### src/cas_pkg.sv
// Purpose: Shared constants for the commutation and step output block
// Assumes: 10 MHz system clock, positions in encoder counts
// Notes: Phase and cycle values are unsigned fixed point with FRAC_W bits
package cas_pkg;
    // Fixed point layout of cycle length and phase
    localparam int FRAC_W = 8;
    localparam int POS_W = 32;
    // Clock and millisecond timing
    localparam int CLK_PERIOD_NS = 100;
    localparam int MS_NS = 1_000_000;
    localparam int CYC_PER_MS = MS_NS / CLK_PERIOD_NS;
    // Reset values
    localparam logic [31:0] CYCLE_RST = 32'h0000_0000;
    localparam logic [31:0] OFFSET_RST = 32'h0000_0000;
    // Twelfths of a magnetic cycle, used for 30 and 60 degree steps
    localparam logic [3:0] TWELFTHS = 4'hC;
    // Motor type codes for stepper polarity
    localparam logic signed [2:0] MTYPE_STEP_LOW = 3'sh2;
    localparam logic signed [2:0] MTYPE_STEP_HIGH = -3'sh2;
    // Smoothing thresholds in half units
    localparam logic [4:0] SMOOTH_1 = 5'h0_2;
    localparam logic [4:0] SMOOTH_2 = 5'h0_4;
    localparam logic [4:0] SMOOTH_4 = 5'h0_8;
    localparam logic [4:0] SMOOTH_8 = 5'h1_0;
    // Sequencer states, Gray coded along test A, test B, zero drive
    typedef enum logic [1:0] {
        CAS_IDLE = 2'b00,
        CAS_TEST_A = 2'b01,
        CAS_TEST_B = 2'b11,
        CAS_ZERO = 2'b10
    } cas_state_t;
endpackage

### src/cas_commutation_step.sv
// Purpose: Commutation set-up, phase tracking and step pulse output
// Assumes: Inputs synchronous to clk_i, encoder deltas small per cycle
// Notes: Phase and cycle values are Q24.8 encoder counts
`timescale 1ns/1ns
module cas_commutation_step import cas_pkg::*; #(
    parameter int N_AXES = 7,
    parameter int CYC_MS = CYC_PER_MS,
    parameter int ACC_W = 16
) (
    input wire logic clk_i,
    input wire logic nrst_i,
    input wire logic [N_AXES-1:0] sine_axis_mask_i,
    input wire logic cycle_len_load_i,
    input wire logic [31:0] magnetic_cycle_length_i,
    input wire logic hall_present_i,
    input wire logic [2:0] hall_i,
    input wire logic signed [POS_W-1:0] encoder_position_i,
    input wire logic setup_start_i,
    input wire logic signed [15:0] setup_volt_i,
    input wire logic [15:0] setup_ms_i,
    input wire logic hall_offset_load_i,
    input wire logic [31:0] hall_offset_i,
    input wire logic config_store_i,
    input wire logic zero_phase_init_i,
    input wire logic signed [15:0] zero_volt_i,
    input wire logic hall_phase_calibrate_i,
    input wire logic servo_on_cmd_i,
    input wire logic motor_off_cmd_i,
    input wire logic signed [2:0] motor_type_select_i,
    input wire logic [4:0] step_smoothing_i,
    input wire logic signed [ACC_W-1:0] step_rate_i,
    output logic [N_AXES*3-1:0] phase2_output_o,
    output logic signed [15:0] phase1_level_o,
    output logic signed [15:0] phase2_level_o,
    output logic setup_done_o,
    output logic wiring_ok_o,
    output logic [31:0] approx_cycle_o,
    output logic [5:0] hall_order_o,
    output logic [31:0] hall_offset_found_o,
    output logic config_store_o,
    output logic [63:0] config_data_o,
    output logic phase_valid_o,
    output logic [31:0] phase_o,
    output logic signed [POS_W-1:0] zero_phase_distance_o,
    output logic motor_off_state_o,
    output logic servo_on_state_o,
    output logic motor_enable_o,
    output logic step_pulse_first_axis_o,
    output logic step_direction_first_axis_o,
    output logic aux_encoder_enable_o,
    output logic position_filter_enable_o,
    output logic signed [POS_W-1:0] commanded_position_report_o,
    output logic signed [POS_W-1:0] step_count_report_o,
    output logic signed [POS_W-1:0] encoder_position_report_o
);
    cas_state_t state_reg;
    logic [31:0] cycle_reg, offset_reg, phase_reg, phase_next;
    logic [31:0] est_phase, delta_fx;
    logic phase_valid_reg, hall_pending_reg, cal_armed_reg, servo_reg;
    logic [2:0] hall_last_reg, sector_now, sector_last;
    logic [3:0] n12;
    logic [15:0] ms_reg;
    logic [$clog2(CYC_MS+1)-1:0] cyc_reg;
    logic signed [POS_W-1:0] pos_last_reg, pos_a_reg, delta_ab;
    logic [2:0] hall_a_reg;
    logic hall_seen_reg, tick_end;
    logic signed [15:0] volt_reg;
    logic stepper, pulse_low;

    // Output pairing: second phases fill the top outputs in axis order
    always_comb begin
        logic [3:0] cnt;
        logic [3:0] rank;
        cnt = '0;
        rank = '0;
        phase2_output_o = '0;
        for (int i = 0; i < N_AXES; i++) begin
            cnt = cnt + 4'(sine_axis_mask_i[i]);
        end
        for (int i = 0; i < N_AXES; i++) begin
            if (sine_axis_mask_i[i]) begin
                phase2_output_o[i*3 +: 3] = 3'(N_AXES - int'(cnt) + int'(rank));
                rank = rank + 4'h1;
            end
        end
    end

    // Hall code to 60 degree sector index
    function automatic logic [2:0] hall_sector(input logic [2:0] h);
        unique case (h)
            3'b001: hall_sector = 3'd0;
            3'b011: hall_sector = 3'd1;
            3'b010: hall_sector = 3'd2;
            3'b110: hall_sector = 3'd3;
            3'b100: hall_sector = 3'd4;
            3'b101: hall_sector = 3'd5;
            default: hall_sector = 3'd7;
        endcase
    endfunction

    assign sector_now = hall_sector(hall_i);
    assign sector_last = hall_sector(hall_last_reg);

    // Phase point in twelfths: sector centre after reset, sector edge on calibration
    always_comb begin
        logic [35:0] prod;
        logic [32:0] sum;
        prod = '0;
        sum = '0;
        // Twelfths reach eleven, so the index needs four bits
        if (hall_pending_reg) begin
            n12 = 4'(sector_now) * 4'd2 + 4'd1;
        end else if (sector_now == ((sector_last == 3'd5) ? 3'd0 : sector_last + 3'd1)) begin
            n12 = 4'(sector_now) * 4'd2;
        end else begin
            n12 = 4'(sector_last) * 4'd2;
        end
        prod = (36'(cycle_reg) * 36'(n12)) / 36'(TWELFTHS);
        sum = 33'(prod[31:0]) + 33'(offset_reg);
        est_phase = (sum >= 33'(cycle_reg) && cycle_reg != '0) ?
            32'(sum - 33'(cycle_reg)) : sum[31:0];
    end

    // Magnetic cycle length and Hall offset storage
    always_ff @(posedge clk_i) begin
        if (!nrst_i) begin
            cycle_reg <= CYCLE_RST;
            offset_reg <= OFFSET_RST;
        end else begin
            if (cycle_len_load_i) cycle_reg <= magnetic_cycle_length_i;
            if (hall_offset_load_i) offset_reg <= hall_offset_i;
        end
    end

    // Phase tracking follows encoder motion with wrap at the cycle length
    assign delta_fx = 32'(encoder_position_i - pos_last_reg) << FRAC_W;
    always_comb begin
        logic [31:0] p;
        p = phase_reg + delta_fx;
        if (delta_fx[31] && p[31]) begin
            phase_next = p + cycle_reg;
        end else if (!p[31] && p >= cycle_reg && cycle_reg != '0) begin
            phase_next = p - cycle_reg;
        end else begin
            phase_next = p;
        end
    end

    // Timer that counts the requested milliseconds
    assign tick_end = (cyc_reg == ($bits(cyc_reg))'(CYC_MS - 1)) && (ms_reg <= 16'h0_001);

    // Sequencer for setup test and zero-phase drive
    always_ff @(posedge clk_i) begin
        if (!nrst_i) begin
            state_reg <= CAS_IDLE;
            cyc_reg <= '0;
            ms_reg <= '0;
            volt_reg <= '0;
            pos_a_reg <= '0;
            hall_a_reg <= '0;
            hall_seen_reg <= 1'b0;
            setup_done_o <= 1'b0;
            wiring_ok_o <= 1'b0;
            approx_cycle_o <= '0;
            hall_order_o <= '0;
            hall_offset_found_o <= '0;
        end else begin
            setup_done_o <= 1'b0;
            cyc_reg <= (cyc_reg == ($bits(cyc_reg))'(CYC_MS - 1)) ? '0 : cyc_reg + 1'b1;
            if (cyc_reg == ($bits(cyc_reg))'(CYC_MS - 1) && ms_reg != '0) ms_reg <= ms_reg - 1'b1;
            unique case (state_reg)
                CAS_IDLE: begin
                    cyc_reg <= '0;
                    if (setup_start_i) begin
                        state_reg <= CAS_TEST_A;
                        ms_reg <= setup_ms_i;
                        volt_reg <= setup_volt_i;
                        hall_seen_reg <= 1'b0;
                    end else if (zero_phase_init_i) begin
                        state_reg <= CAS_ZERO;
                        ms_reg <= setup_ms_i;
                        volt_reg <= zero_volt_i;
                    end
                end
                CAS_TEST_A: begin
                    if (tick_end) begin
                        state_reg <= CAS_TEST_B;
                        ms_reg <= setup_ms_i;
                        pos_a_reg <= encoder_position_i;
                        hall_a_reg <= hall_i;
                    end
                end
                CAS_TEST_B: begin
                    if (hall_i != hall_a_reg && !hall_seen_reg) begin
                        hall_seen_reg <= 1'b1;
                        hall_offset_found_o <= 32'(encoder_position_i - pos_a_reg) << FRAC_W;
                    end
                    if (tick_end) begin
                        state_reg <= CAS_IDLE;
                        setup_done_o <= 1'b1;
                        wiring_ok_o <= (delta_ab > 0);
                        approx_cycle_o <= 32'((delta_ab < 0 ? -delta_ab : delta_ab) << 2) << FRAC_W;
                        hall_order_o <= {hall_a_reg, hall_i};
                    end
                end
                CAS_ZERO: begin
                    if (tick_end) state_reg <= CAS_IDLE;
                end
            endcase
        end
    end
    assign delta_ab = encoder_position_i - pos_a_reg;

    // Phase register, validity and Hall based estimation
    always_ff @(posedge clk_i) begin
        if (!nrst_i) begin
            phase_reg <= '0;
            phase_valid_reg <= 1'b0;
            hall_pending_reg <= 1'b1;
            cal_armed_reg <= 1'b0;
            hall_last_reg <= '0;
            pos_last_reg <= encoder_position_i; // No false motion step after reset
        end else begin
            pos_last_reg <= encoder_position_i;
            hall_last_reg <= hall_i;
            phase_reg <= phase_next;
            hall_pending_reg <= 1'b0;
            if (hall_phase_calibrate_i) cal_armed_reg <= 1'b1;
            if (hall_pending_reg && hall_present_i && sector_now != 3'd7) begin
                phase_reg <= est_phase;
                phase_valid_reg <= 1'b1;
            end else if (state_reg == CAS_ZERO && tick_end) begin
                phase_reg <= '0;
                phase_valid_reg <= 1'b1;
            end else if (cal_armed_reg && hall_i != hall_last_reg &&
                         sector_now != 3'd7 && sector_last != 3'd7) begin
                phase_reg <= est_phase;
                phase_valid_reg <= 1'b1;
                cal_armed_reg <= hall_phase_calibrate_i; // New arming wins over disarm
            end
        end
    end

    // Drive levels: phase one at zero angle, phase two at quarter cycle
    always_comb begin
        phase1_level_o = '0;
        phase2_level_o = '0;
        if (state_reg == CAS_TEST_A) phase1_level_o = volt_reg;
        if (state_reg == CAS_TEST_B) phase2_level_o = volt_reg;
        if (state_reg == CAS_ZERO) phase1_level_o = (volt_reg < 0) ? -volt_reg : volt_reg;
    end

    // Motor on and off state, zero init ends by voltage sign
    always_ff @(posedge clk_i) begin
        if (!nrst_i) begin
            servo_reg <= 1'b0;
        end else if (state_reg == CAS_ZERO && tick_end) begin
            servo_reg <= volt_reg[15];
        end else if (motor_off_cmd_i) begin
            servo_reg <= 1'b0;
        end else if (servo_on_cmd_i) begin
            servo_reg <= 1'b1;
        end
    end
    assign motor_off_state_o = !servo_reg;
    assign servo_on_state_o = servo_reg;
    assign motor_enable_o = (servo_reg && phase_valid_reg) || state_reg != CAS_IDLE;
    assign phase_valid_o = phase_valid_reg;
    assign phase_o = phase_reg;

    // Counts from zero phase to here, shorter way; a move of minus this reaches zero
    always_comb begin
        if (phase_reg > (cycle_reg >> 1)) begin
            zero_phase_distance_o = -POS_W'((cycle_reg - phase_reg) >> FRAC_W);
        end else begin
            zero_phase_distance_o = POS_W'(phase_reg >> FRAC_W);
        end
    end

    // Configuration store pulse with cycle length and Hall offset
    always_ff @(posedge clk_i) begin
        if (!nrst_i) begin
            config_store_o <= 1'b0;
            config_data_o <= '0;
        end else begin
            config_store_o <= config_store_i;
            if (config_store_i) config_data_o <= {cycle_reg, offset_reg};
        end
    end

    // Stepper mode and feedback routing
    assign stepper = motor_type_select_i == MTYPE_STEP_LOW || motor_type_select_i == MTYPE_STEP_HIGH;
    assign pulse_low = motor_type_select_i == MTYPE_STEP_LOW;
    assign aux_encoder_enable_o = !stepper;
    assign position_filter_enable_o = !stepper;
    assign encoder_position_report_o = encoder_position_i;

    // Step generator: smoothed rate, accumulator MSB gives half-period pulses
    logic signed [ACC_W+FRAC_W-1:0] rate_reg, rate_diff;
    logic [ACC_W-1:0] acc_reg, inc;
    logic dir_reg, pulse_reg;
    logic signed [POS_W-1:0] steps_reg;
    logic [2:0] shift;
    always_comb begin
        if (step_smoothing_i >= SMOOTH_8) shift = 3'd4;
        else if (step_smoothing_i >= SMOOTH_4) shift = 3'd3;
        else if (step_smoothing_i >= SMOOTH_2) shift = 3'd2;
        else if (step_smoothing_i >= SMOOTH_1) shift = 3'd1;
        else shift = 3'd0;
        rate_diff = ((ACC_W+FRAC_W)'(step_rate_i) <<< FRAC_W) - rate_reg;
        inc = rate_reg[ACC_W+FRAC_W-1] ? ACC_W'((-rate_reg) >>> FRAC_W) :
            ACC_W'(rate_reg >>> FRAC_W);
    end

    always_ff @(posedge clk_i) begin
        if (!nrst_i) begin
            rate_reg <= '0;
            acc_reg <= '0;
            dir_reg <= 1'b0;
            pulse_reg <= 1'b0;
            steps_reg <= '0;
        end else if (stepper) begin
            rate_reg <= rate_reg + (rate_diff >>> shift);
            pulse_reg <= acc_reg[ACC_W-1];
            if (!acc_reg[ACC_W-1] && dir_reg != rate_reg[ACC_W+FRAC_W-1] && inc != '0) begin
                dir_reg <= rate_reg[ACC_W+FRAC_W-1];
            end else if (dir_reg == rate_reg[ACC_W+FRAC_W-1] || acc_reg[ACC_W-1]) begin
                acc_reg <= acc_reg + inc;
            end
            if (acc_reg[ACC_W-1] && !pulse_reg) begin
                steps_reg <= dir_reg ? steps_reg - 1 : steps_reg + 1;
            end
        end else begin
            rate_reg <= '0;
            acc_reg <= '0;
            pulse_reg <= 1'b0;
        end
    end
    assign step_pulse_first_axis_o = pulse_reg ^ pulse_low;
    assign step_direction_first_axis_o = dir_reg;
    assign commanded_position_report_o = steps_reg;
    assign step_count_report_o = steps_reg;
endmodule

### config.mk
export PLATFORM = sky130hd
export DESIGN_NAME = cas_commutation_step
export DESIGN_NICKNAME = d
export VERILOG_FILES = /design/src/cas_pkg.sv /design/src/cas_commutation_step.sv
export SDC_FILE = /design/constraint.sdc
export NUM_CORES = 2
export LEC_CHECK = 0
export BUFFER_PORTS_ARGS = -buffer_cell sky130_fd_sc_hd__buf_2
export CAP_MARGIN = 10
export CORE_MARGIN = 2
export CORE_UTILIZATION = 60
export DETAILED_ROUTE_END_ITERATION = 7
export HOLD_SLACK_MARGIN = 0.1
export MAX_ROUTING_LAYER = met4
export PLACE_DENSITY = 0.87
export SYNTH_ARGS = -nofsm -noshare
export SYNTH_HDL_FRONTEND = slang
export SYNTH_SLANG_ARGS = --single-unit
### constraint.sdc
create_clock -name clk_i -period 27.9 [get_ports clk_i]
set_clock_uncertainty 0.2 [all_clocks]
set_input_delay 1.395 -clock clk_i [delete_from_list [all_inputs] [get_ports clk_i]]
set_output_delay 1.395 -clock clk_i [all_outputs]
set_load 0.03 [all_outputs]
==> impl_metrics.csv <==
group,metric,value,unit
global_routing,grt_antenna_before_repair,5,
clock_network,cts_hold_repair.buffers,0,
placed_design,place.gp.congestion,0.998,
hold_path,hold-path-endpoint,"hall_order_o[1]",
timing,hold_viol,0,
detailed_routing,vias,40704,
timing,drv_slew,0,
clock_network,clk_pin_slew_worst_paths,0.06,ns
logic_synthesis,yosys.cell_count.top_type,"nor2_1",
timing,final_period_minus_worst_setup_slack,25.79,ns
setup_path,critical_path_arrival,26.10,ns
timing,slew_headroom,21.7,%
timing,setup_viol,0,
power_and_ir_drop,power_switching_share,53.1,%
final_layout,areaGrowthSynthToFinish,10.3,%
final_layout,layoutNonFillerInstCount,6693,
logic_synthesis,synth_flop_cell,"dfxtp_1",
placed_design,post-place-cells,6605,
timing,setup_total_negative_slack,0,ns
timing,layout_worst_path_cycle_share,92.4,%
logic_synthesis,synth_sequential_area_ratio,19.7,%
setup_path,critical_path.endpoint_type,"flop",
floorplan,floorplan.die_area,0.0704,mm²
final_layout,drive_gt1_share,13.0,%
setup_path,crit_path_frequent_cell,"o21ai_0",
logic_synthesis,yosys.cell_types.count,115,
placed_design,detailed_place.area,0.0435,mm²
floorplan,floorplan.initialDensity,60.8,%
placed_design,post-dp-hpwl,95500,µm
setup_path,crit_fanout,32,
power_and_ir_drop,worst_ir_drop_vdd,0.0000793,V
floorplan,rows,95,
logic_synthesis,ys_ff_latch,404,
power_and_ir_drop,totalPowerFinal,5240,µW
detailed_routing,initialDrtViolationCount,3405,
floorplan,core_area,0.0674,mm²
logic_synthesis,synth.top_cells.by_area,"dfxtp_1 20%, ha_1 13%, a21oi_1 6.0%, nor2_1 5.9%, xnor2_1 5.4%",
power_and_ir_drop,p_clk_share,12.6,%
setup_path,worstRegToRegCells,95,
logic_synthesis,syn-mean-instance-area,7.50,µm²
job,cap_viol_max_count,0,
power_and_ir_drop,internal_power,2460,µW
timing,rsz0062_at_grt,"no",
global_routing,maximum_number_of_pins_on_one_net_before_global_route_repair,149,
placed_design,port_buffers,527,
logic_synthesis,post_synthesis_cell_count,5462,
final_layout,fin_nets,6461,
logic_synthesis,synth_warnings,0,
logic_synthesis,synth_area,0.0410,mm²
timing,achievable-frequency,38.8,MHz
global_routing,grt_first_pass_wirelength,195000,µm
setup_path,worstSetupStartpointType,"flop",
setup_path,critical_path.reg2reg.endpoint,"phase_o[6]",
clock_network,clock_tree.root_cell,"clkbuf_16",
clock_network,cts.sink_count,404,
power_and_ir_drop,part_of_the_power_in_registers,13.3,%
setup_path,cp_data_required_time,28.21,ns
logic_synthesis,synth_top_cell_by_area,"dfxtp_1",
setup_path,criticalPathCategory,"flop to flop",
final_layout,layout.cell_area.non_filler,0.0452,mm²
setup_path,worst-r2r-setup-slack,2.11,ns
clock_network,number_of_cts_inserted_buffers,47,
floorplan,io_pins,547,
detailed_routing,drcViolationCount,0,
clock_network,number_of_cells_upsized_or_downsized_after_cts,0,
global_routing,first_global_vias,37869,
global_routing,grt.total_usage,34.9,%
setup_path,critPathMaxStageDelay,0.87,ns
logic_synthesis,synth-edff-count,0,
final_layout,largest_register_ffs,64,
power_and_ir_drop,cellPowerDensity,116,mW/mm²
clock_network,cts_post_setup_buffers_inserted,0,
clock_network,cts.path.max_buffers,3,
final_layout,registers.top_by_ff_count,"config_data_o",
hold_path,timing.hold.worst_path_depth,2,
detailed_routing,drt.antenna.violating_nets,0,
hold_path,worst_min_delay_path_category,"flop to flop",
clock_network,htree_levels,2,
clock_network,clock_tree_from_tritoncts,"built",
detailed_routing,postRouteWirelength,124000,µm
timing,timing_worst_slew_pin_value,1.17,ns
detailed_routing,drt_pass1_iterations,6,
status,run_status,"completed",
timing,whs,0.252,ns
floorplan,chipHeight,265,µm
setup_path,crit_slowest_cell,"mux2i_1",
setup_path,rr_startpoint,"hall_last_reg[2]",
logic_synthesis,yosys-top-cells-count,"647 x nor2_1, 490 x a21oi_1, 486 x nand2_1",
floorplan,floorplan.die.width,265,µm
logic_synthesis,async_reset_ff_share,0,%
logic_synthesis,synth_top_area_share,19.7,%
power_and_ir_drop,power_leakage,0.0211,µW
global_routing,gr-total-overflow,0,
detailed_routing,avgRoutedWirePerCell,18.6,µm
clock_network,clock_insertion_delay_worst_skew,0.65,ns
detailed_routing,vias_per_cell,6.08,
power_and_ir_drop,netSwitchingPower,2780,µW
hold_path,hold_path.startpoint,"hall_order_o[1]",
power_and_ir_drop,power_frac_comb,74.0,%
==> final cells by class <==
class                      instances  area [µm²]
multi-input combinational       4274       29500
fill                            5548       22200
sequential                       404        8090
timing repair buffer             571        2980
inverter                         484        1820
clock buffer                      63        1310
tap                              873        1090
clock inverter                    20         343
antenna                            4        10.0
==> stage by stage <==
stage	setup slack, ns	utilization (%)
finish	2.11	67.0
global route	0.229	67.0
CTS	2.76	67.0
detailed placement	2.23	64.6
global placement	2.58	64.6
floorplan	7.71	-
==> power groups by stage <==
| stage | clock [µW] | combinational (µW) | sequential (µW) |
|---|---|---|---|
| after floorplan | 0 | 2930 | 709 |
| after global placement | 0 | 3650 | 705 |
| after global routing | 694 | 4250 | 700 |
| after detailed placement | 0 | 3760 | 707 |
| final | 661 | 3880 | 699 |
| after CTS | 671 | 3780 | 694 |
==> kinds of logic after synthesis <==
logic type,synth area share (%)
buf+inv,8.45
other cells,0.00915
xor+xnor,7.95
mux,5.38
simple gates,19.0
compound gates,23.0
flops,19.7
fa+ha+maj,16.4
==> worst max path at each step <==
stage                           startpoint          to  depth (start not counted)
after global placement           hall_i[2]  phase_o[6]                         94
final                     hall_last_reg[2]  phase_o[6]                         95
after CTS                 hall_last_reg[2]  phase_o[6]                         95
after floorplan                  hall_i[1]  phase_o[4]                         96
after global routing      hall_last_reg[2]  phase_o[0]                         95
after detailed placement         hall_i[2]  phase_o[6]                         93
==> placed cells by master, fill, tap and decap left out, types with 112 or more instances in the layout <==
cell / synthesis / final
o21ai_0: 290 / 290
xnor2_1: 253 / 252
nor2_1: 647 / 645
mux2i_1: 207 / 206
nand2_1: 486 / 485
dfxtp_1: 404 / 404
o21bai_1: 114 / 114
a21oi_1: 490 / 489
ha_1: 412 / 412
inv_1: 484 / 483
xor2_1: 112 / 112
buf_2: 26 / 526
==> critical path: cells and delay by family, from the launching register on <==
family | cells | cell delay [ns]
compound gates | 54 | 13.05
fa+ha+maj | 7 | 2.89
buf+inv | 5 | 0.62
flops | 1 | 0.63
mux | 4 | 1.85
simple gates | 25 | 6.34
==> routing by layer <==
| layer | track usage, % | vias to the layer above | share of wire, % |
|---|---|---|---|
| met1 | 41.8 | 18935 | 40 |
| met4 | 18.5 | 0 | 6.0 |
| met5 | - | - | 0 |
| li1 | - | 19563 | - |
| met2 | 56.5 | 1794 | 46 |
| met3 | 5.64 | 412 | 8.3 |
Power figures use the tool's default switching activity.
